### src/rsc_consts.vh
// Constants for the reset source controller
`ifndef RSC_CONSTS_VH
`define RSC_CONSTS_VH

// ----------------------------------------------------------------
// Register map
// ----------------------------------------------------------------
`define RSC_CAUSE_ADDR      8'hef
`define RSC_BIT_PIN         0
`define RSC_BIT_POWER       1
`define RSC_BIT_CLKLOSS     2
`define RSC_BIT_WDOG        3
`define RSC_BIT_SOFT        4
`define RSC_BIT_COMP        5
`define RSC_BIT_FLASH       6
`define RSC_CAUSE_W         7
`define RSC_CAUSE_NONE      7'h00
`define RSC_CAUSE_POR       7'h02
`define RSC_MCD_EN_RST      1'b0
`define RSC_ZERO_BIT        1'b0

// ----------------------------------------------------------------
// Address limits
// ----------------------------------------------------------------
`define RSC_USER_TOP        16'h1dff
`define RSC_EXEC_ADDR       16'h0000

// ----------------------------------------------------------------
// Timing, clock period in ns
// ----------------------------------------------------------------
`define RSC_CLK_NS          50
`define RSC_MCD_TIMEOUT_NS  100000
`define RSC_REL_DELAY_NS    5000
`define RSC_MCD_CYC  ((`RSC_MCD_TIMEOUT_NS+`RSC_CLK_NS-1)/`RSC_CLK_NS)
`define RSC_REL_CYC  ((`RSC_REL_DELAY_NS+`RSC_CLK_NS-1)/`RSC_CLK_NS)
`define RSC_WDT_DIV         12
`define RSC_MCD_CNT_W       12
`define RSC_REL_CNT_W       7
`define RSC_WDT_CNT_W       4

// ----------------------------------------------------------------
// Sequencer states
// ----------------------------------------------------------------
`define RSC_ST_RUN          2'h0
`define RSC_ST_HOLD         2'h1
`define RSC_ST_DELAY        2'h2

`endif

### src/rsc_sync2.v
// Two-flop synchroniser for one level from outside the clock domain
`timescale 1ns/1ns
`default_nettype none

module rsc_sync2 #(
    parameter [0:0] RST_VAL = 1'b0  // Level held during reset
) (
    input  wire clk_sys,  // System clock
    input  wire rst_b,    // Async reset, active low
    input  wire async_i,  // Level from outside the domain
    output wire sync_o    // Synchronised level
);

// ----------------------------------------------------------------
// Synchroniser pair
// ----------------------------------------------------------------
reg meta_q;  // First stage, read only by the second
reg sync_q;  // Second stage

// Reset value is a parameter, so the reset branch stays constant
always @(posedge clk_sys or negedge rst_b) begin
    if (!rst_b) begin
        meta_q <= RST_VAL;
        sync_q <= RST_VAL;
    end else begin
        meta_q <= async_i;
        sync_q <= meta_q;
    end
end

assign sync_o = sync_q;

endmodule
`default_nettype wire

### src/rsc_reset_source_controller.v
// Reset source controller: cause register, sources and release delay
//
// Operation
// - Clock stuck past timeout resets when enabled
// - Clock-loss flag reads one only after it
// - Writing bit 2 enables/disables clock-loss detector
// - Internal sources other than the supply monitor never drive reset pin
// - Writing bit 5 selects comparator reset source
// - Selected comparator low resets device; the reset clears the selection
// - Comparator flag reads one only after it
// - Watchdog enabled, clocked system clock/12 after reset
// - Watchdog expiry resets and sets bit 3
// - Program-store data write above limit resets
// - Code-space read above limit resets
// - Branch fetch above limit resets
// - Security-denied flash access resets
// - Flash error bit 6, read-only, marks it
// - Writing one to bit 4 forces reset
// - Bit 7 reads zero, ignores writes
// - Bit 1 power flag; write selects supply monitor
// - Bit 0 marks external pin reset
// - Wait 5.0 us before executing at 0x0000
// - Other resets clear the power flag
// - Supply monitor selection kept except power-on
`include "rsc_consts.vh"
`timescale 1ns/1ns
`default_nettype none

module rsc_reset_source_controller (
    input  wire        clk_sys,        // System clock, 20 MHz
    input  wire        rst_b,          // Power-on reset, active low
    input  wire        rst_pin_i,      // External reset pin level
    output reg         rst_pin_o,      // Pin drive value, always low
    output reg         rst_pin_oe,     // Pin driven while high
    input  wire        clk_mon_i,      // Monitored system clock copy
    input  wire        comp_out_i,     // Comparator output, async
    input  wire        vdd_ok_i,       // Supply monitor output, async
    input  wire        wdog_expire,    // Watchdog expiry pulse
    input  wire        pgm_wr_en,      // Program-store write enable
    input  wire        dmove_wr,       // Data-space write strobe
    input  wire [15:0] dmove_addr,     // Data-space write address
    input  wire        code_rd,        // Code-space read strobe
    input  wire [15:0] code_addr,      // Code-space read address
    input  wire        branch_fetch,   // Branch fetch strobe
    input  wire [15:0] branch_addr,    // Branch target address
    input  wire        sec_deny,       // Flash access denied pulse
    input  wire [7:0]  sfr_addr,       // Register address
    input  wire        sfr_wr,         // Register write strobe
    input  wire [7:0]  sfr_wdata,      // Register write data
    output reg  [7:0]  sfr_rdata,      // Register read data
    output reg         core_rst_b,     // Core reset, active low
    output reg         exec_start,     // Start fetch pulse
    output reg  [15:0] exec_addr,      // First fetch address
    output reg         wdog_force_en,  // Watchdog forced on
    output reg         wdog_tick,      // Watchdog clock enable
    output reg         vdd_sel,        // Supply monitor as source
    output reg         comp_sel,       // Comparator as source
    output reg         mcd_en          // Clock-loss detector on
);

// ----------------------------------------------------------------
// Input synchronisers
// ----------------------------------------------------------------
wire pin_s;   // Pin level, synchronised
wire comp_s;  // Comparator output, synchronised
wire vdd_s;   // Supply good, synchronised
wire mon_s;   // Monitored clock, synchronised

rsc_sync2 #(.RST_VAL(1'b1)) u_sync_pin (
    .clk_sys (clk_sys),
    .rst_b   (rst_b),
    .async_i (rst_pin_i),
    .sync_o  (pin_s)
);

rsc_sync2 #(.RST_VAL(1'b1)) u_sync_comp (
    .clk_sys (clk_sys),
    .rst_b   (rst_b),
    .async_i (comp_out_i),
    .sync_o  (comp_s)
);

rsc_sync2 #(.RST_VAL(1'b1)) u_sync_vdd (
    .clk_sys (clk_sys),
    .rst_b   (rst_b),
    .async_i (vdd_ok_i),
    .sync_o  (vdd_s)
);

rsc_sync2 #(.RST_VAL(1'b0)) u_sync_mon (
    .clk_sys (clk_sys),
    .rst_b   (rst_b),
    .async_i (clk_mon_i),
    .sync_o  (mon_s)
);

// ----------------------------------------------------------------
// Declarations
// ----------------------------------------------------------------
localparam [31:0] MCD_CYC_F = `RSC_MCD_CYC;      // Full-width counts,
localparam [31:0] REL_CYC_F = `RSC_REL_CYC - 1;  // cut to the counter
localparam [31:0] WDT_DIV_F = `RSC_WDT_DIV - 1;  // widths below
localparam [`RSC_MCD_CNT_W-1:0] MCD_LIM =
    MCD_CYC_F[`RSC_MCD_CNT_W-1:0];         // Stuck-clock cycles
localparam [`RSC_REL_CNT_W-1:0] REL_LIM =
    REL_CYC_F[`RSC_REL_CNT_W-1:0];         // Release delay, last
localparam [`RSC_WDT_CNT_W-1:0] WDT_LIM =
    WDT_DIV_F[`RSC_WDT_CNT_W-1:0];         // Divider last count

reg  [1:0]                state_q;     // Sequencer state
reg  [1:0]                state_d;     // Next state
reg  [`RSC_CAUSE_W-1:0]   cause_q;     // Latched cause flags
reg  [`RSC_CAUSE_W-1:0]   cause_d;     // Next cause flags
reg  [`RSC_MCD_CNT_W-1:0] mcd_cnt_q;   // Cycles since clock edge
reg                       mon_last_q;  // Monitored clock, last
reg  [`RSC_REL_CNT_W-1:0] rel_cnt_q;   // Release delay counter
reg  [`RSC_WDT_CNT_W-1:0] wdt_cnt_q;   // Watchdog divider
reg                       soft_q;      // Software force pending
reg                       por_q;       // Power-on drive active
reg  [1:0]                pin_own_q;   // Own pin drive, delayed
wire                      pin_mine;    // Low pin level is our own
reg  [`RSC_CAUSE_W-1:0]   src;         // Active sources now
wire                      cause_wr;    // Write to cause register
wire                      flash_err;   // Illegal flash access
wire                      mcd_hit;     // Clock stuck too long

assign cause_wr = sfr_wr && (sfr_addr == `RSC_CAUSE_ADDR);

// ----------------------------------------------------------------
// Source detection
// ----------------------------------------------------------------
// Any one of the illegal accesses; only meaningful while running
assign flash_err =
    (pgm_wr_en && dmove_wr && (dmove_addr > `RSC_USER_TOP))
    || (code_rd && (code_addr > `RSC_USER_TOP))
    || (branch_fetch && (branch_addr > `RSC_USER_TOP))
    || sec_deny;

assign mcd_hit = mcd_en && (mcd_cnt_q >= MCD_LIM);

// Our own drive loops back through the pin; mask it while the
// synchroniser still carries it, or power-on would never end
assign pin_mine = rst_pin_oe || pin_own_q[1];

// Gather all sources; the pulse ones only count while running,
// level ones except the comparator hold the device in reset while true
always @* begin
    src = `RSC_CAUSE_NONE;
    src[`RSC_BIT_PIN]     = !pin_s && !pin_mine;
    src[`RSC_BIT_POWER]   = vdd_sel && !vdd_s;
    src[`RSC_BIT_CLKLOSS] = mcd_hit;
    src[`RSC_BIT_COMP]    = comp_sel && !comp_s;
    if (state_q == `RSC_ST_RUN) begin
        src[`RSC_BIT_WDOG]  = wdog_expire;
        src[`RSC_BIT_SOFT]  = soft_q;
        src[`RSC_BIT_FLASH] = flash_err;
    end
end

// ----------------------------------------------------------------
// Clock-loss one-shot
// ----------------------------------------------------------------
// Counts cycles with no change on the monitored clock; saturates
// so a long stall cannot wrap back to a quiet count
always @(posedge clk_sys or negedge rst_b) begin
    if (!rst_b) begin
        mcd_cnt_q  <= {`RSC_MCD_CNT_W{1'b0}};
        mon_last_q <= 1'b0;
    end else begin
        mon_last_q <= mon_s;
        if (mon_s != mon_last_q || !mcd_en) begin
            mcd_cnt_q <= {`RSC_MCD_CNT_W{1'b0}};
        end else if (mcd_cnt_q < MCD_LIM) begin
            mcd_cnt_q <= mcd_cnt_q + 1'b1;
        end
    end
end

// ----------------------------------------------------------------
// Sequencer
// ----------------------------------------------------------------
// Hold while any source stands, then wait the release delay
always @* begin
    state_d = state_q;
    cause_d = cause_q;
    case (state_q)
        `RSC_ST_RUN: begin
            if (src != `RSC_CAUSE_NONE) begin
                state_d = `RSC_ST_HOLD;
                cause_d = src;
            end
        end
        `RSC_ST_HOLD: begin
            cause_d = cause_q | src;
            if (src == `RSC_CAUSE_NONE) begin
                state_d = `RSC_ST_DELAY;
            end
        end
        `RSC_ST_DELAY: begin
            if (src != `RSC_CAUSE_NONE) begin
                state_d = `RSC_ST_HOLD;
                cause_d = cause_q | src;
            end else if (rel_cnt_q == REL_LIM) begin
                state_d = `RSC_ST_RUN;
            end
        end
        default: begin
            state_d = `RSC_ST_HOLD;
        end
    endcase
end

// State, flags and the release counter
always @(posedge clk_sys or negedge rst_b) begin
    if (!rst_b) begin
        state_q   <= `RSC_ST_DELAY;
        cause_q   <= `RSC_CAUSE_POR;
        rel_cnt_q <= {`RSC_REL_CNT_W{1'b0}};
    end else begin
        state_q <= state_d;
        cause_q <= cause_d;          // Other flags cleared
        if (state_q == `RSC_ST_DELAY && state_d == `RSC_ST_DELAY)
        begin
            rel_cnt_q <= rel_cnt_q + 1'b1;
        end else begin
            rel_cnt_q <= {`RSC_REL_CNT_W{1'b0}};
        end
    end
end

// ----------------------------------------------------------------
// Register writes
// ----------------------------------------------------------------
// Written bits are enables, read bits are causes; they differ
always @(posedge clk_sys or negedge rst_b) begin
    if (!rst_b) begin
        vdd_sel  <= 1'b0;
        comp_sel <= 1'b0;
        mcd_en   <= `RSC_MCD_EN_RST;
        soft_q   <= 1'b0;
    end else if (state_q != `RSC_ST_RUN) begin
        // Comparator selection returns off after any reset;
        // supply and clock-loss enables survive all but power-on
        comp_sel <= 1'b0;
        soft_q   <= 1'b0;
    end else if (cause_wr) begin
        mcd_en   <= sfr_wdata[`RSC_BIT_CLKLOSS];
        comp_sel <= sfr_wdata[`RSC_BIT_COMP];
        vdd_sel  <= sfr_wdata[`RSC_BIT_POWER];
        soft_q   <= sfr_wdata[`RSC_BIT_SOFT];
    end else begin
        soft_q   <= 1'b0;
    end
end

// Read data registered one cycle after the address
always @(posedge clk_sys or negedge rst_b) begin
    if (!rst_b) begin
        sfr_rdata <= 8'h00;
    end else if (sfr_addr == `RSC_CAUSE_ADDR) begin
        sfr_rdata <= {`RSC_ZERO_BIT, cause_q};
    end else begin
        sfr_rdata <= 8'h00;
    end
end

// ----------------------------------------------------------------
// Outputs to core, pin and watchdog
// ----------------------------------------------------------------
// Pin is driven only for power-on and supply-monitor resets
always @(posedge clk_sys or negedge rst_b) begin
    if (!rst_b) begin
        por_q         <= 1'b1;
        pin_own_q     <= 2'b11;
        rst_pin_o     <= 1'b0;
        rst_pin_oe    <= 1'b1;
        core_rst_b    <= 1'b0;
        exec_start    <= 1'b0;
        exec_addr     <= `RSC_EXEC_ADDR;
        wdog_force_en <= 1'b1;
    end else begin
        if (state_d == `RSC_ST_RUN) begin
            por_q <= 1'b0;
        end
        rst_pin_o  <= 1'b0;
        pin_own_q  <= {pin_own_q[0], rst_pin_oe};
        rst_pin_oe <= (por_q && state_d != `RSC_ST_RUN)
                      || src[`RSC_BIT_POWER];
        core_rst_b <= (state_d == `RSC_ST_RUN);
        exec_start <= (state_q == `RSC_ST_DELAY)
                      && (state_d == `RSC_ST_RUN);
        exec_addr  <= `RSC_EXEC_ADDR;
        wdog_force_en <= (state_d != `RSC_ST_RUN);
    end
end

// Watchdog clock enable: one pulse every twelve cycles,
// restarted by each reset so the first period is whole
always @(posedge clk_sys or negedge rst_b) begin
    if (!rst_b) begin
        wdt_cnt_q <= {`RSC_WDT_CNT_W{1'b0}};
        wdog_tick <= 1'b0;
    end else if (state_q != `RSC_ST_RUN) begin
        wdt_cnt_q <= {`RSC_WDT_CNT_W{1'b0}};
        wdog_tick <= 1'b0;
    end else if (wdt_cnt_q == WDT_LIM) begin
        wdt_cnt_q <= {`RSC_WDT_CNT_W{1'b0}};
        wdog_tick <= 1'b1;
    end else begin
        wdt_cnt_q <= wdt_cnt_q + 1'b1;
        wdog_tick <= 1'b0;
    end
end

endmodule
`default_nettype wire

### config.mk
export PLATFORM = sky130hd
export DESIGN_NAME = rsc_reset_source_controller
export DESIGN_NICKNAME = d
export VERILOG_FILES = /design/src/rsc_sync2.v /design/src/rsc_reset_source_controller.v
export VERILOG_INCLUDE_DIRS = /design/src /design/src/src
export SDC_FILE = /design/constraint.sdc
export NUM_CORES = 1
export LEC_CHECK = 0
export BUFFER_PORTS_ARGS = -buffer_cell sky130_fd_sc_hd__buf_4
export CORE_MARGIN = 2
export CORE_UTILIZATION = 45
export CTS_BUF_LIST = sky130_fd_sc_hd__clkbuf_16
export DETAILED_ROUTE_END_ITERATION = 6
export GPL_TIMING_DRIVEN = 1
export PLACE_DENSITY = 0.76
export SLEW_MARGIN = 20
export SYNTH_ARGS = -nofsm -noshare
export SYNTH_HDL_FRONTEND = slang
export SYNTH_SLANG_ARGS = --single-unit
### constraint.sdc
create_clock -name clk_sys -period 2.6 [get_ports clk_sys]
set_input_delay 0.13 -clock clk_sys [delete_from_list [all_inputs] [get_ports clk_sys]]
set_output_delay 0.13 -clock clk_sys [all_outputs]
set_load 0.01 [all_outputs]
==> results of run 1 <==
[worst max-delay path, cell delays in order, from the launching register on]
cell and delay (ns):
sky130_fd_sc_hd__dfstp_2 0.57, sky130_fd_sc_hd__inv_1 0.07, sky130_fd_sc_hd__ha_1 0.18, sky130_fd_sc_hd__o21ai_0 0.07, sky130_fd_sc_hd__nand3_1 0.11, sky130_fd_sc_hd__or3_1 0.47, sky130_fd_sc_hd__o31ai_4 0.38, sky130_fd_sc_hd__o2111ai_4 0.26
sky130_fd_sc_hd__nor3b_2 0.21
[synthesized netlist by cell type (all sizes together), types with 5 or more instances]
master / number
nand2: 14
xnor2: 9
a21oi: 10
buf: 19
nand4: 7
nand3: 8
dfstp: 13
o21ai: 5
and2: 9
nor2: 24
xor2: 7
ha: 8
dfrtp: 47
inv: 7
nor3b: 6
[per-layer routing]
| layer | part of all wire [%] | global-route usage (%) | up-vias |
|---|---|---|---|
| met1 | 43 | 19.5 | 945 |
| met2 | 47 | 24.5 | 76 |
| met3 | 8.7 | 8.01 | 8 |
| met4 | 1.7 | 7.33 | 0 |
| met5 | 0 | 0 | - |
| li1 | - | - | 984 |
[logic make-up (layout without fill, tap and decap cells)]
group                      count (synthesis)  after routing  synth area share [%]
DFF                                       60             60                  53.1
other                                      1             18                 0.131
and+or+nand+nor                           93             93                  18.8
muxes                                      4              4                  1.49
AOI/OAI and AO/OA                         40             40                  11.5
xor gates and xnor gates                  16             16                  4.90
adders and majority gates                  8              8                  3.50
buffers and inverters                     30             92                  6.56
[metrics by stage]
step	cells	power (W)
after floorplan	269	0.00162
after global placement	387	0.00180
after detailed placement	387	0.00183
after CTS	408	0.00299
after global routing	408	0.00313
final	408	0.00296
[timing repair]
action | CTS | global route
hold endpoints to repair | 51 | 0
hold buffers | 5 | 0
endpoints found under the setup margin | 0 | 0
[area by class of cell]
class	instances	area, um2	area share [%]
clock buffer	9	225	6.12
clock inverter	7	67.6	1.83
sequential	60	1520	41.2
inverter	7	26.3	0.714
tap	77	96.3	2.62
timing repair buffer	69	531	14.4
multi-input combinational	179	1220	33.1
[power by group through the flow]
| stage | sequential, W | clock, W | combinational (W) |
|---|---|---|---|
| floorplan | 0.00109 | 0 | 0.000528 |
| global placement | 0.00109 | 0 | 0.000716 |
| detailed placement | 0.00109 | 0 | 0.000736 |
| CTS | 0.00108 | 0.00117 | 0.000746 |
| global route | 0.00109 | 0.00122 | 0.000826 |
| finish | 0.00108 | 0.00114 | 0.000743 |
[registers in the layout, summed over array words and instances, names as in the netlist, 2 cells and up]
| register | cells |
|---|---|
| state_q | 2 |
| pin_own_q | 2 |
| cause_q | 7 |
| wdt_cnt_q | 4 |
| rel_cnt_q | 7 |
| sfr_rdata | 7 |
| mcd_cnt_q | 12 |
[worst paths after layout]
| kind | to | depth (start not counted) |
|---|---|---|
| min in group asynchronous | rel_cnt_q[5]$_DFF_PN0_ | 2 |
| worst min register to register | u_sync_mon.sync_o$_DFF_PN0_ | 0 |
| worst max register to register | rel_cnt_q[0]$_DFF_PN0_ | 8 |
| worst max-delay path | rel_cnt_q[0]$_DFF_PN0_ | 8 |
| max in group asynchronous | exec_start$_DFF_PN0_ | 2 |
| worst min-delay path | soft_q$_DFF_PN0_ | 3 |
==> out/summary.txt, run 1 <==
Max capacitance violation total: 0
Largest net degree at the start of global routing: 61
Share of post-route cells with drive strength above 1: 33.8%
Die height: 83.7 um
Switching part of the total power: 29.5%
GRT Residual Overflow: 0
Area growth from synthesis to layout: 28.7%
Effective utilization at floorplan: 45.8%
Leading cell types in the layout, fill and taps excluded: sky130_fd_sc_hd__buf_4 (64), sky130_fd_sc_hd__dfrtp_1 (47), sky130_fd_sc_hd__nor2_1 (24)
Clock tree root driver cell: sky130_fd_sc_hd__clkbuf_16
Post-route antenna net violation count: 0
Router iterations before antenna repair: 4
Filler Cells Inserted: 534
Final setup violation count: 0
Setup ws final: 0.209 ns
Top_reg_cell synth: sky130_fd_sc_hd__dfrtp_1
Arr. time, crit path: 2.64 ns
Static power due to leakage: 1.71 nW
Final standard cell utilization of the core: 59.0%
Count of cells resized by post-cts repair: 0
Startpoint types: flip-flop
Final weighted congestion of routability-driven global placement: 0.798
Top post-synthesis cells by area: sky130_fd_sc_hd__dfrtp_1 (41%), sky130_fd_sc_hd__dfstp_2 (12%), sky130_fd_sc_hd__buf_4 (4.7%)
# port buffers: 60
Kind of critical path: flip-flop to flip-flop
Cts bufs inserted: 9
# Post-CTS Setup Buffers: 0
Hold/Removal Path Class: input port to flip-flop
R2R Setup Slk: 0.21 ns
Most area-hungry cell type in the Yosys netlist: sky130_fd_sc_hd__dfrtp_1
Yosys reg bits: 60
Worst setup path startpoint: state_q[1]$_DFF_PN1_
Fin area: 3680 um2
Worst slack at placement: 0.202 ns
Most common library cell in the layout ignoring fill and taps: sky130_fd_sc_hd__buf_4
Setup repair after global routing missed its margin: false
Antenna violations before repair: 0
Fin Setup TNS: 0 ns
Switching power: 0.000874 W
Number of design-rule violations left by the first detailed-router iteration: 71
Slew headroom: 52.9%
Post-route clock skew: 0.00617 ns
Routed wire length: 5.21 mm
Sequential power share: 36.4%
Clock edge transition at the registers on the reported setup and hold paths: 0.05 ns
Number of global-route vias before repair: 1921
Site row count: 29
HP Start: sfr_wdata[4]
Number of different library cells in the post-synthesis netlist: 56
Maximum fanout along the worst path: 7
Max Freq: 0.418 GHz
Total core area: 6240 um2
Proportion of synthesized chip area in sequential cells: 53.1%
Via Count: 2013
Power density over cell area: 805 nW/um2
Final HPWL from detailed placement: 3.72 mm
Share of total power in the clock network: 38.5%
Data required time at the worst endpoint: 2.85 ns
Insertion delay of the later-clocked pin in the worst-skew pair: 0.33 ns
Number of flops mapped to enable cells by yosys: 0
Number of nets at the end of the flow: 411
Detail-routed via count per cell: 4.93
Total GRT Usage: 16.2%
Max clock buf depth: 2
DRC Markers: 0
Die boundary width: 83.7 um
Drt wl/cell: 12.8 um
Share of the cycle needed by the critical path after routing: 92.0%
DIE AREA: 7010 um2
Hold slack final: 0.0294 ns
Share of synthesized registers carrying an async set or reset: 100%
Htree depth: 3
Clock tree from TritonCTS: yes
Number of hold violations in the final report: 0
Total internal power: 0.00209 W
I/O pin count: 110
Total of warnings raised by yosys: 0
Highest ir drop seen on vdd: 0.426 mV
Cell Area, Synth: 2860 um2
Post-detailed-placement cell area: 3340 um2
Wire length of the first global-routing pass: 8.80 mm
Final-report max-slew violation count: 0
Final min period: 2.39 ns
# clock sinks: 60
Result of the run: complete, no violations
Post-synth top area share: 41.1%
Worst reg2reg startpoint: state_q[1]$_DFF_PN1_
Number of diodes: 0
Transition time at the pin with the least slew margin: 0.706 ns
Part of the power in combinational logic: 25.1%
Critical path endpoint category: flip-flop
Syn_area_per_cell: 11.4 um2
Instance count of the mapped netlist: 252
Note: power is estimated with default switching activity, not from simulation.
==> inputs of run 2 (changes only) <==
PLACE_DENSITY = 0.74   (was 0.76)
==> out/summary.txt, run 2 (synthesized netlist as in run 1, its figures left out) <==
Result of the run: complete, no violations
Register name with the most flops: mcd_cnt_q
Power Total: 0.00304 W (+2.5%)
Number of global-route vias before repair: 2155 (+12%)
Drt wl/cell: 13.7 um (+7.4%)
GRT Residual Overflow: 0 (unchanged)
Instance count on the critical path: 8 (unchanged)
Post-detailed-placement cell area: 3340 um2 (unchanged)
Effective utilization at floorplan: 45.8% (unchanged)
Area growth from synthesis to layout: 29.5%
Die height: 83.7 um (unchanged)
Cell with the largest stage delay on the worst path: sky130_fd_sc_hd__dfstp_2
Maximum fanout along the worst path: 7 (unchanged)
Number of standard cells in the final layout excluding fillers: 408 (unchanged)
Number of diodes: 0 (unchanged)
Clock tree from TritonCTS: yes
M1 GR Usage: 21.1% (+1.6 points)
Htree depth: 3 (unchanged)
Reg2reg end: rel_cnt_q[6]$_DFF_PN0_
I/O pin count: 110 (unchanged)
Highest cell delay on the worst timing path: 0.59 ns (+0.02 ns)
Static power due to leakage: 1.72 nW (+0.99%)
Power density over cell area: 820 nW/um2 (+1.9%)
Hold slack final: 0.0308 ns (+0.00146 ns)
Post-route clock skew: 0.00739 ns (+0.00121 ns)
Max Freq: 0.424 GHz (+1.3%)
Total GRT Usage: 17.7% (+1.5 points)
Post-route antenna net violation count: 0 (unchanged)
Cts bufs inserted: 9 (unchanged)
Insertion delay of the later-clocked pin in the worst-skew pair: 0.33 ns (about the same)
CP delay by family, top: simple AND/OR/NAND/NOR gates
Kind of critical path: flip-flop to flip-flop
Met3 Usage GRT: 5.24% (-2.8 points)
Router iterations before antenna repair: 4 (unchanged)
Final min period: 2.36 ns (-0.0317 ns)
Number of design-rule violations left by the first detailed-router iteration: 110 (+55%)
Transition time at the pin with the least slew margin: 0.713 ns (+0.00726 ns)
Via Count: 2066 (+2.6%)
Antenna violations before repair: 0 (unchanged)
Dpl cells: 387 (unchanged)
Max capacitance violation total: 0 (unchanged)
Fin area: 3700 um2 (+0.58%)
Slew headroom: 52.4% (-0.48 points)
Share of post-route cells with drive strength above 1: 33.5% (-0.30 points)
Final weighted congestion of routability-driven global placement: 0.798 (about the same)
Sequential power share: 35.5% (-0.9 points)
Filler Cells Inserted: 506 (-5.2%)
Detail-routed via count per cell: 5.06 (+2.6%)
# clock sinks: 60 (unchanged)
Flip-flop count of the largest register after layout: 12 (unchanged)
Switching power: 0.000856 W (-2.0%)
# Post-CTS Setup Buffers: 0 (unchanged)
Final setup violation count: 0 (unchanged)
Clock tree root driver cell: sky130_fd_sc_hd__clkbuf_16
Hold/Removal Path Class: input port to flip-flop
Number of hold violations in the final report: 0 (unchanged)
Total core area: 6240 um2 (unchanged)
Fin Setup TNS: 0 ns (unchanged)
Part of the power in combinational logic: 24.6% (-0.5 points)
Switching part of the total power: 28.2% (-1.3 points)
HP Start: sfr_wdata[2]
Setup repair after global routing missed its margin: false
Largest net degree at the start of global routing: 61 (unchanged)
Leading cell types in the layout, fill and taps excluded: sky130_fd_sc_hd__buf_4 (64), sky130_fd_sc_hd__dfrtp_1 (47), sky130_fd_sc_hd__nor2_1 (24)
Count of cells along the worst hold path: 2 (-1)
Register-to-Register Path Depth: 8 (unchanged)
Clock edge transition at the registers on the reported setup and hold paths: 0.05 ns (about the same)
Worst reg2reg startpoint: state_q[1]$_DFF_PN1_
Max clock buf depth: 2 (unchanged)
Wire length of the first global-routing pass: 9.75 mm (+11%)
Die boundary width: 83.7 um (unchanged)
Number of nets at the end of the flow: 411 (unchanged)
Critical path endpoint category: flip-flop
Final-report max-slew violation count: 0 (unchanged)
Total internal power: 0.00218 W (+4.4%)
# port buffers: 60 (unchanged)
Startpoint types: flip-flop
Share of total power in the clock network: 39.9% (+1.4 points)
Highest ir drop seen on vdd: 0.552 mV (+30%)
Final HPWL from detailed placement: 3.90 mm (+4.9%)
Arr. time, crit path: 2.60 ns (-0.04 ns)
Share of the cycle needed by the critical path after routing: 90.7% (-1.2 points)
DRC Markers: 0 (unchanged)
DIE AREA: 7010 um2 (unchanged)
Most Crowded Layer GR: met2
Site row count: 29 (unchanged)
End point of the most critical hold path: mcd_en$_DFFE_PN0P_
Most common library cell in the layout ignoring fill and taps: sky130_fd_sc_hd__buf_4
Routed wire length: 5.60 mm (+7.4%)
CP cell instances: inv_1 -> ha_1 -> o21ai_0 -> nand3_1 -> or3_4 -> o31ai_4 -> o2111ai_4 -> nor3b_2
R2R Setup Slk: 0.24 ns (+0.03 ns)
Buffer and inverter count on the worst path: 1 (unchanged)
Met2 Use GR: 28.9% (+4.4 points)
Data required time at the worst endpoint: 2.84 ns (about the same)
run 2: cell count changes in the layout (fill, tap and decap cells not counted), sizes merged:
cell and change:
bufinv +1, inv +2, clkinv -2, clkinvlp -1
run 2: worst max-delay path by stage:
stage | from | endpoint | slack [ns]
final | state_q[1]$_DFF_PN1_ | rel_cnt_q[6]$_DFF_PN0_ | 0.24
after global routing | state_q[1]$_DFF_PN1_ | rel_cnt_q[6]$_DFF_PN0_ | 0.08
after CTS | state_q[1]$_DFF_PN1_ | rel_cnt_q[6]$_DFF_PN0_ | 0.17
after detailed placement | state_q[1]$_DFF_PN1_ | rel_cnt_q[3]$_DFF_PN0_ | 0.21
after global placement | state_q[1]$_DFF_PN1_ | rel_cnt_q[0]$_DFF_PN0_ | 0.21
after floorplan | state_q[0]$_DFF_PN0_ | rel_cnt_q[0]$_DFF_PN0_ | 0.23
run 2: worst register-to-register path, delay by kind of cell (launching register included):
family	cells	cell delay (ns)
flip-flops	1	0.59
buffers and inverters	1	0.07
adder cells (fa/ha/maj)	1	0.19
AO/OA/AOI/OAI	3	0.67
AND/OR/NAND/NOR	3	0.75
run 2: timing repair:
action,in CTS,in global routing
resized for setup,0,1
hold buffers,5,0
endpoints found under the setup margin,0,1
endpoints found under the hold margin,51,0
run 2: power by group through the flow:
stage	combinational [W]	sequential (W)	clock (W)
CTS	0.000746	0.00108	0.00123
floorplan	0.000528	0.00109	0
finish	0.000747	0.00108	0.00121
global route	0.000825	0.00109	0.00128
detailed placement	0.000733	0.00110	0
global placement	0.000716	0.00109	0
run 2: metal layers:
| layer | up-vias | share of wire [%] |
|---|---|---|
| met5 | - | 0 |
| met4 | 0 | 2.1 |
| met2 | 75 | 49 |
| li1 | 990 | - |
| met1 | 990 | 42 |
| met3 | 11 | 6.9 |
run 2: per-stage QoR:
| step | setup slack [ns] | utilization, % |
|---|---|---|
| after CTS | 0.165 | 59.3 |
| after global routing | 0.0784 | 59.3 |
| after global placement | 0.213 | 53.5 |
| after floorplan | 0.230 | - |
| after detailed placement | 0.206 | 53.5 |
| final | 0.241 | 59.3 |
run 2: layout make-up:
type	count	area (um2)	share of cell area, %
clock buffers	9	225	6.08
flip-flops and latches	60	1520	41.0
repair buffers	69	531	14.3
well taps	77	96.3	2.60
inverters	7	26.3	0.709
clock inverters	7	83.8	2.26
multi-input cells	179	1220	33.0
